<file path="src/modem_cfg_pkg.sv">
// Constants for the modem configuration register bank.
// Assumes an 8-bit serial register port with a 6-bit address.
package modem_cfg_pkg;

    ////////////////////////////////////////////////////////////////////////
    // Register offsets
    localparam logic [5:0] OFS_BANDWIDTH_RATE_EXP = 6'h10;
    localparam logic [5:0] OFS_RATE_MANTISSA      = 6'h11;
    localparam logic [5:0] OFS_FILTER_MODULATION  = 6'h12;

    ////////////////////////////////////////////////////////////////////////
    // Field positions (low bit of each field)
    localparam int POS_BANDWIDTH_EXPONENT   = 6;
    localparam int POS_BANDWIDTH_MANTISSA   = 4;
    localparam int POS_SYMBOL_RATE_EXPONENT = 0;
    localparam int POS_SYMBOL_RATE_MANTISSA = 0;
    localparam int POS_DC_FILTER_BYPASS     = 7;
    localparam int POS_MODULATION_CODE      = 4;

    ////////////////////////////////////////////////////////////////////////
    // Reset values
    localparam logic [1:0] RST_BANDWIDTH_EXPONENT   = 2'h2;
    localparam logic [1:0] RST_BANDWIDTH_MANTISSA   = 2'h0;
    localparam logic [3:0] RST_SYMBOL_RATE_EXPONENT = 4'hC;
    localparam logic [7:0] RST_SYMBOL_RATE_MANTISSA = 8'h22;
    localparam logic       RST_DC_FILTER_BYPASS     = 1'b0;
    localparam logic [2:0] RST_MODULATION_CODE      = 3'h0;

    ////////////////////////////////////////////////////////////////////////
    // Modulation codes
    localparam logic [2:0] MOD_2FSK = 3'h0;
    localparam logic [2:0] MOD_GFSK = 3'h1;
    localparam logic [2:0] MOD_ASK  = 3'h3;
    localparam logic [2:0] MOD_MSK  = 3'h7;

    ////////////////////////////////////////////////////////////////////////
    // Rate arithmetic
    localparam int          BW_FIXED_DIV    = 8;
    localparam logic [2:0]  BW_MANTISSA_ADD = 3'h4;
    localparam logic [8:0]  SR_HIDDEN_ONE   = 9'h100;
    localparam int          SR_FRAC_BITS    = 28;

    ////////////////////////////////////////////////////////////////////////
    // Serial port header layout
    localparam int HDR_READ_BIT  = 7;
    localparam int HDR_BURST_BIT = 6;
    localparam logic [7:0] HDR_STATUS = 8'h00;

endpackage

</file>
<file path="src/modem_config_registers.sv">
// Modem configuration register bank with bandwidth and symbol rate logic.
// Assumes i_clk is the crystal clock; host reaches it over the serial port.
`timescale 1ns/10ps

// Notes on behaviour
// - Decimation ratio is 8 times (4 plus mantissa) times two to exponent.
// - Bandwidth exponent bits 7:6 reset 2; mantissa bits 5:4 reset 0.
// - Symbol rate mantissa has a hidden ninth one bit; exponent four bits.
// - Symbol rate is (256 plus mantissa) times 2^exp over 2^28 times clock.
// - Symbol rate exponent sits in bits 3:0 of first register, reset 12.
// - Symbol rate mantissa fills second register, resetting to 0x22.
// - Bit 7 of third register bypasses the DC blocking filter; reset 0.
// - Bits 6:4 pick modulation: 000 2-FSK, 001 GFSK, 011 ASK/OOK.
module modem_config_registers #(
    parameter int ACC_W = modem_cfg_pkg::SR_FRAC_BITS
) (
    input  wire logic       i_clk,
    input  wire logic       i_rst,
    input  wire logic       i_ce,
    input  wire logic       i_csn,
    input  wire logic       i_sclk,
    input  wire logic       i_mosi,
    output logic            o_miso,
    output logic [1:0]      o_bandwidth_exponent,
    output logic [1:0]      o_bandwidth_mantissa,
    output logic [8:0]      o_decimation_ratio,
    output logic [3:0]      o_symbol_rate_exponent,
    output logic [7:0]      o_symbol_rate_mantissa,
    output logic            o_symbol_tick,
    output logic            o_dc_filter_bypass,
    output logic [2:0]      o_modulation_code,
    output logic            o_mod_2fsk,
    output logic            o_mod_gfsk,
    output logic            o_mod_ask,
    output logic            o_mod_msk,
    output logic            o_mod_unassigned
);

    // Increment stays just under 2^24, so the accumulator must hold more than 24 bits
    if (ACC_W < 25 || ACC_W > 40) begin : g_bad_acc_w
        $error("ACC_W must lie in 25..40");
    end

    ////////////////////////////////////////////////////////////////////////
    // Serial register port
    logic [5:0] rd_addr;
    logic [7:0] rd_data;
    logic       wr_en;
    logic [5:0] wr_addr;
    logic [7:0] wr_data;

    serial_reg_port u_port (
        .i_clk     (i_clk),
        .i_rst     (i_rst),
        .i_ce      (i_ce),
        .i_csn     (i_csn),
        .i_sclk    (i_sclk),
        .i_mosi    (i_mosi),
        .i_rdata   (rd_data),
        .o_miso    (o_miso),
        .o_addr    (rd_addr),
        .o_wr_en   (wr_en),
        .o_wr_addr (wr_addr),
        .o_wdata   (wr_data)
    );

    ////////////////////////////////////////////////////////////////////////
    // Field storage
    logic [1:0] bw_exp_ff,  nxt_bw_exp;
    logic [1:0] bw_man_ff,  nxt_bw_man;
    logic [3:0] sr_exp_ff,  nxt_sr_exp;
    logic [7:0] sr_man_ff,  nxt_sr_man;
    logic       dc_byp_ff,  nxt_dc_byp;
    logic [2:0] mod_ff,     nxt_mod;

    always_comb begin
        nxt_bw_exp = bw_exp_ff;
        nxt_bw_man = bw_man_ff;
        nxt_sr_exp = sr_exp_ff;
        nxt_sr_man = sr_man_ff;
        nxt_dc_byp = dc_byp_ff;
        nxt_mod    = mod_ff;
        if (wr_en) begin
            case (wr_addr)
                modem_cfg_pkg::OFS_BANDWIDTH_RATE_EXP: begin
                    nxt_bw_exp = wr_data[modem_cfg_pkg::POS_BANDWIDTH_EXPONENT
                                         +: 2];
                    nxt_bw_man = wr_data[modem_cfg_pkg::POS_BANDWIDTH_MANTISSA
                                         +: 2];
                    nxt_sr_exp = wr_data[
                        modem_cfg_pkg::POS_SYMBOL_RATE_EXPONENT +: 4];
                end
                modem_cfg_pkg::OFS_RATE_MANTISSA: begin
                    nxt_sr_man = wr_data[
                        modem_cfg_pkg::POS_SYMBOL_RATE_MANTISSA +: 8];
                end
                modem_cfg_pkg::OFS_FILTER_MODULATION: begin
                    nxt_dc_byp = wr_data[modem_cfg_pkg::POS_DC_FILTER_BYPASS];
                    nxt_mod    = wr_data[modem_cfg_pkg::POS_MODULATION_CODE
                                         +: 3];
                end
                // Unmapped writes are dropped
                default: nxt_mod = mod_ff;
            endcase
        end
    end

    always_ff @(posedge i_clk) begin
        if (i_rst) begin
            bw_exp_ff <= modem_cfg_pkg::RST_BANDWIDTH_EXPONENT;
            bw_man_ff <= modem_cfg_pkg::RST_BANDWIDTH_MANTISSA;
            sr_exp_ff <= modem_cfg_pkg::RST_SYMBOL_RATE_EXPONENT;
            sr_man_ff <= modem_cfg_pkg::RST_SYMBOL_RATE_MANTISSA;
            dc_byp_ff <= modem_cfg_pkg::RST_DC_FILTER_BYPASS;
            mod_ff    <= modem_cfg_pkg::RST_MODULATION_CODE;
        end else if (i_ce) begin
            bw_exp_ff <= nxt_bw_exp;
            bw_man_ff <= nxt_bw_man;
            sr_exp_ff <= nxt_sr_exp;
            sr_man_ff <= nxt_sr_man;
            dc_byp_ff <= nxt_dc_byp;
            mod_ff    <= nxt_mod;
        end
    end

    ////////////////////////////////////////////////////////////////////////
    // Read-back; unused bits and unmapped offsets read zero
    always_comb begin
        rd_data = 8'h00;
        case (rd_addr)
            modem_cfg_pkg::OFS_BANDWIDTH_RATE_EXP: begin
                rd_data[modem_cfg_pkg::POS_BANDWIDTH_EXPONENT +: 2] =
                    bw_exp_ff;
                rd_data[modem_cfg_pkg::POS_BANDWIDTH_MANTISSA +: 2] =
                    bw_man_ff;
                rd_data[modem_cfg_pkg::POS_SYMBOL_RATE_EXPONENT +: 4] =
                    sr_exp_ff;
            end
            modem_cfg_pkg::OFS_RATE_MANTISSA: begin
                rd_data[modem_cfg_pkg::POS_SYMBOL_RATE_MANTISSA +: 8] =
                    sr_man_ff;
            end
            modem_cfg_pkg::OFS_FILTER_MODULATION: begin
                rd_data[modem_cfg_pkg::POS_DC_FILTER_BYPASS] = dc_byp_ff;
                rd_data[modem_cfg_pkg::POS_MODULATION_CODE +: 3] =
                    mod_ff;
            end
            default: rd_data = 8'h00;
        endcase
    end

    ////////////////////////////////////////////////////////////////////////
    // Derived settings: decimation, symbol timing, modulation decode
    logic [8:0]       dec_ff,  nxt_dec;
    logic [ACC_W-1:0] acc_ff,  nxt_acc;
    logic             tick_ff, nxt_tick;
    logic [4:0]       modd_ff, nxt_modd;

    always_comb begin
        logic [8:0]     base;
        logic [23:0]    incr;
        logic [ACC_W:0] sum;
        // 8 * (4 + M) fits in 6 bits; exponent shifts by up to 3
        base    = 9'({modem_cfg_pkg::BW_MANTISSA_ADD + {1'b0, bw_man_ff}, 3'h0})
                  ;
        nxt_dec = base << bw_exp_ff;
        // Hidden one above the stored mantissa
        incr    = 24'(modem_cfg_pkg::SR_HIDDEN_ONE
                      | {1'b0, sr_man_ff}) << sr_exp_ff;
        // Phase accumulator: carry out of 2^28 is one symbol period
        sum      = {1'b0, acc_ff} + (ACC_W + 1)'(incr);
        nxt_acc  = sum[ACC_W-1:0];
        nxt_tick = sum[ACC_W];
        nxt_modd = 5'h00;
        case (mod_ff)
            modem_cfg_pkg::MOD_2FSK: nxt_modd = 5'h01;
            modem_cfg_pkg::MOD_GFSK: nxt_modd = 5'h02;
            modem_cfg_pkg::MOD_ASK:  nxt_modd = 5'h04;
            modem_cfg_pkg::MOD_MSK:  nxt_modd = 5'h08;
            default:                 nxt_modd = 5'h10;
        endcase
    end

    always_ff @(posedge i_clk) begin
        if (i_rst) begin
            dec_ff  <= 9'h000;
            acc_ff  <= '0;
            tick_ff <= 1'b0;
            modd_ff <= 5'h01;
        end else if (i_ce) begin
            dec_ff  <= nxt_dec;
            acc_ff  <= nxt_acc;
            tick_ff <= nxt_tick;
            modd_ff <= nxt_modd;
        end
    end

    ////////////////////////////////////////////////////////////////////////
    // Outputs
    assign o_bandwidth_exponent   = bw_exp_ff;
    assign o_bandwidth_mantissa   = bw_man_ff;
    assign o_decimation_ratio     = dec_ff;
    assign o_symbol_rate_exponent = sr_exp_ff;
    assign o_symbol_rate_mantissa = sr_man_ff;
    assign o_symbol_tick          = tick_ff;
    // Bypass saves current; sensitivity drops, so keep below 250 kBaud
    assign o_dc_filter_bypass     = dc_byp_ff;
    assign o_modulation_code      = mod_ff;
    assign o_mod_2fsk             = modd_ff[0];
    assign o_mod_gfsk             = modd_ff[1];
    assign o_mod_ask              = modd_ff[2];
    assign o_mod_msk              = modd_ff[3];
    assign o_mod_unassigned       = modd_ff[4];

endmodule // modem_config_registers

</file>
<file path="src/serial_reg_port.sv">
// Serial register port: mode 0, MSB first, header byte then data bytes.
// Assumes SCLK well below a quarter of i_clk; pins are asynchronous.
`timescale 1ns/10ps
module serial_reg_port (
    input  wire logic       i_clk,
    input  wire logic       i_rst,
    input  wire logic       i_ce,
    input  wire logic       i_csn,
    input  wire logic       i_sclk,
    input  wire logic       i_mosi,
    input  wire logic [7:0] i_rdata,
    output logic            o_miso,
    output logic [5:0]      o_addr,
    output logic            o_wr_en,
    output logic [5:0]      o_wr_addr,
    output logic [7:0]      o_wdata
);

    typedef enum logic {PH_HEADER, PH_DATA} phase_e;

    ////////////////////////////////////////////////////////////////////////
    // Pin synchronisers; second stage is the only reader of the first
    logic [2:0] sync1_ff;
    logic [2:0] sync2_ff;
    logic       sclk_d_ff;

    always_ff @(posedge i_clk) begin
        if (i_rst) begin
            // Idle pin levels: CSn high, SCLK low, so no false edge
            sync1_ff  <= 3'h4;
            sync2_ff  <= 3'h4;
            sclk_d_ff <= 1'b0;
        end else if (i_ce) begin
            sync1_ff  <= {i_csn, i_sclk, i_mosi};
            sync2_ff  <= sync1_ff;
            sclk_d_ff <= sync2_ff[1];
        end
    end

    logic csn_s;
    logic mosi_s;
    logic rise;
    logic fall;
    assign csn_s  = sync2_ff[2];
    assign mosi_s = sync2_ff[0];
    assign rise   = sync2_ff[1] & ~sclk_d_ff;
    assign fall   = ~sync2_ff[1] & sclk_d_ff;

    ////////////////////////////////////////////////////////////////////////
    // Shift engine
    phase_e     phase_ff,  nxt_phase;
    logic [2:0] bit_ff,    nxt_bit;
    logic [7:0] rx_ff,     nxt_rx;
    logic [7:0] tx_ff,     nxt_tx;
    logic [5:0] addr_ff,   nxt_addr;
    logic       read_ff,   nxt_read;
    logic       burst_ff,  nxt_burst;
    logic       done_ff,   nxt_done;
    logic       wr_ff,     nxt_wr;
    logic [5:0] waddr_ff,  nxt_waddr;
    logic [7:0] wdata_ff,  nxt_wdata;

    always_comb begin
        logic [7:0] byte_in;
        byte_in   = {rx_ff[6:0], mosi_s};
        nxt_phase = phase_ff;
        nxt_bit   = bit_ff;
        nxt_rx    = rx_ff;
        nxt_tx    = tx_ff;
        nxt_addr  = addr_ff;
        nxt_read  = read_ff;
        nxt_burst = burst_ff;
        nxt_done  = done_ff;
        nxt_wr    = 1'b0;
        nxt_waddr = waddr_ff;
        nxt_wdata = wdata_ff;
        if (csn_s) begin
            nxt_phase = PH_HEADER;
            nxt_bit   = 3'h0;
            nxt_done  = 1'b0;
            nxt_tx    = modem_cfg_pkg::HDR_STATUS;
        end else if (rise) begin
            nxt_rx  = byte_in;
            nxt_bit = bit_ff + 3'h1;
            if (bit_ff == 3'h7) begin
                nxt_done = 1'b1;
                case (phase_ff)
                    PH_HEADER: begin
                        nxt_addr  = byte_in[5:0];
                        nxt_read  = byte_in[modem_cfg_pkg::HDR_READ_BIT];
                        nxt_burst = byte_in[modem_cfg_pkg::HDR_BURST_BIT];
                        nxt_phase = PH_DATA;
                    end
                    PH_DATA: begin
                        nxt_wr    = ~read_ff;
                        nxt_waddr = addr_ff;
                        nxt_wdata = byte_in;
                        // Burst walks the map; single access repeats
                        if (burst_ff) begin
                            nxt_addr = addr_ff + 6'h01;
                        end
                    end
                    default: nxt_phase = PH_HEADER;
                endcase
            end
        end else if (fall) begin
            // Load at the byte edge so the MSB is ready for the next rise
            if (done_ff) begin
                nxt_tx   = read_ff ? i_rdata : 8'h00;
                nxt_done = 1'b0;
            end else begin
                nxt_tx = {tx_ff[6:0], 1'b0};
            end
        end
    end

    always_ff @(posedge i_clk) begin
        if (i_rst) begin
            phase_ff <= PH_HEADER;
            bit_ff   <= 3'h0;
            rx_ff    <= 8'h00;
            tx_ff    <= 8'h00;
            addr_ff  <= 6'h00;
            read_ff  <= 1'b0;
            burst_ff <= 1'b0;
            done_ff  <= 1'b0;
            wr_ff    <= 1'b0;
            waddr_ff <= 6'h00;
            wdata_ff <= 8'h00;
        end else if (i_ce) begin
            phase_ff <= nxt_phase;
            bit_ff   <= nxt_bit;
            rx_ff    <= nxt_rx;
            tx_ff    <= nxt_tx;
            addr_ff  <= nxt_addr;
            read_ff  <= nxt_read;
            burst_ff <= nxt_burst;
            done_ff  <= nxt_done;
            wr_ff    <= nxt_wr;
            waddr_ff <= nxt_waddr;
            wdata_ff <= nxt_wdata;
        end
    end

    assign o_miso    = tx_ff[7];
    assign o_addr    = addr_ff;
    assign o_wr_en   = wr_ff;
    assign o_wr_addr = waddr_ff;
    assign o_wdata   = wdata_ff;

endmodule // serial_reg_port
</file>
<file path="config.mk">
export PLATFORM = sky130hd
export DESIGN_NAME = modem_config_registers
export DESIGN_NICKNAME = d
export VERILOG_FILES = /design/src/modem_cfg_pkg.sv /design/src/modem_config_registers.sv /design/src/serial_reg_port.sv
export SDC_FILE = /design/constraint.sdc
export NUM_CORES = 1
export LEC_CHECK = 0
export BUFFER_PORTS_ARGS = -buffer_cell sky130_fd_sc_hd__clkbuf_2
export CAP_MARGIN = 20
export CORE_MARGIN = 2
export CORE_UTILIZATION = 60
export CTS_CLUSTER_SIZE = 24
export DETAILED_ROUTE_END_ITERATION = 8
export HOLD_SLACK_MARGIN = 0.05
export PLACE_DENSITY = 0.79
export SETUP_SLACK_MARGIN = 0.5
export SLEW_MARGIN = 20
export SYNTH_ARGS = -nofsm -noshare
export SYNTH_HDL_FRONTEND = slang
export SYNTH_HIERARCHICAL = 1
export SYNTH_SLANG_ARGS = --single-unit
</file>
<file path="constraint.sdc">
create_clock -name i_clk -period 5.07 [get_ports i_clk]
set_input_delay 0.2535 -clock i_clk [delete_from_list [all_inputs] [get_ports i_clk]]
set_output_delay 0.2535 -clock i_clk [all_outputs]
set_load 0.005 [all_outputs]
</file>
Word level (Yosys, flattened, before mapping) --
Cells that the tools add are included.
Cells by class: add/subtract/negate cells 4, equality and inequality tests 13, shift operators 2, reductions and logical operators 16, bitwise operators 7, muxes and demuxes 22
Operator list (count):
- two-way mux 8 bit | 5
- equality test 6 x 5 -> 1 bit (second input constant) | 6
- adder 28 x 24 -> 29 bit | 1
- left shift 9 x 4 -> 24 bit | 1
- AND reduction 3 bit | 7
- case mux 5 bit (4 select lines) | 1
- AND reduction 5 bit | 3
- case mux 4 bit (3 select lines) | 1
- case mux 6 bit (2 select lines) | 1
- two-way mux 1 bit | 10
- left shift 6 x 2 -> 9 bit | 1
- case mux 4 bit (2 select lines) | 1
- adder 6 x 1 -> 6 bit (second input constant) | 1
- equality test 3 bit (second input constant) | 2
- two-way mux 3 bit | 2
- two-way mux 6 bit | 1
- nonzero test 2 bit | 3
- NOT 1 bit | 5
- adder 3 x 1 -> 3 bit (second input constant) | 1
- adder 3 x 2 -> 3 bit (first input constant) | 1
- equality test 3 x 1 -> 1 bit (second input constant) | 1
- equality test 3 x 2 -> 1 bit (second input constant) | 1
- logical NOT 3 bit | 1
- inequality test 3 x 2 -> 1 bit (second input constant) | 1
- other kinds (5) | 6
Storage, ports and cells: logic and storage cells 88, output and inout port bits 36, register bits after elaboration 113, bits of input ports 6

Longest topological paths before layout --
depth after elaboration 7, mapped depth 18

By module --
The synthesis kept the hierarchy.
Modules (own cells, without submodules):
- modem_config_registers | area each 4129.0 µm², instances 1, cells each 525
- serial_reg_port | area each 2124.5 µm², instances 1, cells each 237

Worst setup path before layout --
Ideal clock, no wire load.
kind register to register, start point register sr_exp_ff[1], in the netlist o_symbol_rate_exponent[1], end point register acc_ff[23], stages on the path, launching flop included 15, setup slack 1.579 ns, path buffers 1, arrival 3.369 ns, cell sequence dfxtp_1 > buf_1 > mux2_2 > o21ai_0 > mux2i_1 > nor2b_1 > ha_1 > o21ai_0 > nor2_2 > or4_4 > o211ai_2 > nand2_1 > a21oi_1 > nor4_1 > a311o_1
Between the ends: longest elaborated chain between the ends 2
RTL lines:
- from (decl) | line modem_config_registers.sv:71 | logic [3:0] sr_exp_ff, nxt_sr_exp;
- from (signal assigned) | line modem_config_registers.sv:112 | sr_exp_ff <= modem_cfg_pkg::RST_SYMBOL_RATE_EXPONENT;
- from (signal assigned) | line modem_config_registers.sv:119 | sr_exp_ff <= nxt_sr_exp;
- left shift 9 x 4 -> 24 bit | line modem_config_registers.sv:168 | incr = 24'(modem_cfg_pkg::SR_HIDDEN_ONE
- adder 28 x 24 -> 29 bit | line modem_config_registers.sv:171 | sum = {1'b0, acc_ff} + (ACC_W + 1)'(incr);
- to (signal assigned) | line modem_config_registers.sv:192 | acc_ff <= nxt_acc;
- to (decl) | line modem_config_registers.sv:155 | logic [ACC_W-1:0] acc_ff, nxt_acc;
No other way between the ends. A chain may end at the register's enable or synchronous reset.

Worst setup path after layout --
start point register sr_exp_ff[1], in the netlist o_symbol_rate_exponent[1], end point register acc_ff[26]
Same word-level chain as after synthesis.

==> impl_metrics.csv <==
group,metric,value,unit
status,status,"complete, no violations",
floorplan,die_w,106,um
route,wl_met2,7030,um
global_routing,grt_first_pass_wirelength,24200,um
timing,setup_viol,0,
power_and_ir_drop,power_leakage,2.74,nW
synthesis,async_flop_share,0,
setup_path,max_stage_delay,680,ps
timing,min_period,3850,ps
clock_tree,cts.sinks,110,
setup_path,criticalPathCategory,"reg -> reg",
floorplan,core,10200,um2
floorplan,rows,37,
power_and_ir_drop,powerDensity,236,nW/um2
place,globalplace.congestion,0.968,
timing,period_share,0.760,
route,post-route-drc-count,0,
synthesis,seq_area_frac_synth,0.352,
synthesis,syn_avg_cell_area,8.21,um2
finish,nets,804,
setup_path,cp.required,5380,ps
synthesis,synth_seq_cells,110,
setup_path,end_kind,"register",
floorplan,die_height,106,um
finish,layout_commonest_cell,"dfxtp_1",
setup_path,slowest_stage,"dfxtp_1",
timing,finalSetupTns,0,ps
clock_tree,clk_pin_slew_worst_paths,110,ps
floorplan,start_util,0.611,
timing,fmax,0.260,GHz
route,dr.pass1.iters,5,
timing,slew_viol_final,0,
flow_run,drv_cap,0,
route,drt-total-wl,14400,um
clock_tree,cts_tree,"done",
timing,worstMarginPinSlew,988,ps
clock_tree,numCtsBuffers,9,
finish,syn_to_final_growth,6.80,%
setup_path,arrival,4160,ps
place,dp_hpwl,10400,um
synthesis,synth.distinct_cells,76,
place,port_buffers,38,
synthesis,synth_cells,762,
route,route.layer.met1.wl,6500,um
clock_tree,h-tree-depth,3,
setup_path,cp-start-kind,"register",
global_routing,antenna_found_initial,0,
global_routing,grt_pass1_vias,5143,
route,drt_iter0_drc,346,
clock_tree,insertion_delay,390,ps
clock_tree,cts_buffer_depth,2,
place,place_area,6430,um2
finish,antennaDiodeCount,0,
synthesis,ys.flop_type,"dfxtp_1",
timing,clock_skew,11.4,ps
global_routing,grt_max_degree,93,
timing,fin_hold_ws,113,ps
timing,report.final.hold_viol_count,0,
finish,drive_above_1_share,0.0982,
route,top_layer,"met4",
route,wl_per_cell,15.8,um
finish,final_area,6680,um2
clock_tree,cts-root-buf,"clkbuf_8",
timing,relSlewSlack,0.337,
clock_tree,cts_setup_buffers,0,
setup_path,path_cells,"mux2_2, o21ai_0, mux2i_1, nor2b_1, ha_1, nand4_1, o21ai_1, a22oi_2, o31a_4, o311ai_4, nand2_2, or3_1, a21oi_1",
synthesis,synth.cell_area,6250,um2
floorplan,dieArea,11300,um2
worst_hold_path,min_path_type,"in -> reg",
route,viasPerCell,5.97,
setup_path,path_max_fanout,14,
finish,final_cell_mix,"dfxtp_1 (110), nor2_1 (108), a21oi_1 (80)",
timing,timing.final.ws_setup,1220,ps
route,ant_nets,0,
route,vias,5432,
global_routing,globalRouteTotalUtil,0.263,
route,dr_wl_met3,648,um
synthesis,yosysWarnings,6,
power_and_ir_drop,ir_drop,0.254,mV
global_routing,grt-ovfl-total,0,
floorplan,io_pins,42,
place,pre_cts_slack,1280,ps
synthesis,synth_edf_count,0,
timing,rsz0062_at_grt,"false",
==> flip-flops by register name, indices dropped and copies added (netlist names), 2 cells and up <==
name                    flops
o_decimation_ratio          6
acc_ff                     28
u_port/rx_ff                7
u_port/o_wdata              8
o_symbol_rate_exponent      4
u_port/tx_ff                8
o_symbol_rate_mantissa      8
o_bandwidth_mantissa        2
u_port/sync2_ff             3
u_port/o_addr               6
u_port/bit_ff               3
u_port/o_wr_addr            6
u_port/sync1_ff             3
o_modulation_code           3
o_bandwidth_exponent        2
modd_ff                     5
==> final timing paths <==
| path | start | end | slack [ps] | cells after the start |
|---|---|---|---|---|
| setup / recovery | o_symbol_rate_exponent[1] | acc_ff[26] | 1220 | 13 |
| hold / removal | i_mosi | u_port/sync1_ff[0] | 110 | 3 |
| setup reg to reg | o_symbol_rate_exponent[1] | acc_ff[26] | 1220 | 13 |
| hold reg to reg | o_decimation_ratio[8] | o_decimation_ratio[8] | 470 | 2 |
==> per-stage QoR <==
step | std cells | total power (W) | util
floorplan | 764 | 0.000962 | -
global placement | 893 | 0.000975 | 0.629
detailed placement | 893 | 0.000978 | 0.629
CTS | 910 | 0.00159 | 0.653
global route | 910 | 0.00163 | 0.653
finish | 910 | 0.00158 | 0.653
==> worst max-delay path: cells and delay by family, from the launching register on <==
kind,cells,cell delay [ps]
DFF,1,680
muxes,2,570
adders and majority gates,1,370
and+or+nand+nor,4,720
AOI/OAI and AO/OA,6,1430
==> per-layer routing <==
metal	up-vias	track usage
li1	2714	-
met1	2594	0.327
met2	106	0.454
met3	18	0.0650
met4	0	0.0714
met5	-	0
==> final cells by class <==
cell class              instances  area (um2)
inverters                      16        60.1
flip-flops and latches        110        2200
fillers                       875        3550
multi-input cells             591        3790
well taps                     136         170
clock buffers                  10         138
repair buffers                 41         218
clock inverters                 6        98.8
==> report_power, final <==
| part | total (W) | internal, W | switching (W) |
|---|---|---|---|
| Sequential | 0.000879 | 0.000872 | 0.00000694 |
| Combinational | 0.0000806 | 0.0000267 | 0.0000539 |
| Clock | 0.000616 | 0.000300 | 0.000316 |
==> cells in the mapped netlist, types with 3 or more instances <==
master,n,area share
buf_2,3,0.0024
nand2_1,66,0.040
a21o_1,7,0.0084
nand3_1,21,0.017
nand2b_1,15,0.015
a21oi_1,80,0.064
clkbuf_1,34,0.020
nor3_1,15,0.012
o211ai_1,7,0.0084
a31oi_1,8,0.0080
ha_1,28,0.056
dfxtp_1,110,0.35
nor2b_1,19,0.019
nor2_1,108,0.065
inv_1,13,0.0078
xnor2_1,13,0.018
o22ai_1,3,0.0030
a211oi_1,5,0.0060
nand3b_1,3,0.0036
and4_1,3,0.0042
or3_1,5,0.0050
buf_1,5,0.0030
mux2i_1,69,0.11
and2_1,3,0.0030
xor2_1,5,0.0070
o21ai_1,7,0.0056
o311ai_1,3,0.0042
and3_1,6,0.0060
buf_4,3,0.0036
nand4_1,10,0.010
a22oi_1,3,0.0036
nor3b_1,4,0.0048
o21bai_1,3,0.0036
o21ai_0,24,0.019
==> repair_timing <==
item,in CTS,in global routing
gates resized for setup,0,0
endpoints found under the hold margin,1,0
hold buffers,1,0
==> cells by family after synthesis <==
logic type	after synthesis	share of synthesized area
flip-flops	110	0.352
adder cells (fa/ha/maj)	29	0.0592
AO/OA/AOI/OAI	174	0.175
XOR/XNOR	18	0.0252
other	1	0.000600
AND/OR/NAND/NOR	295	0.229
multiplexers	72	0.116
buffers and inverters	63	0.0426
Note: power is estimated with default switching activity, not from simulation.
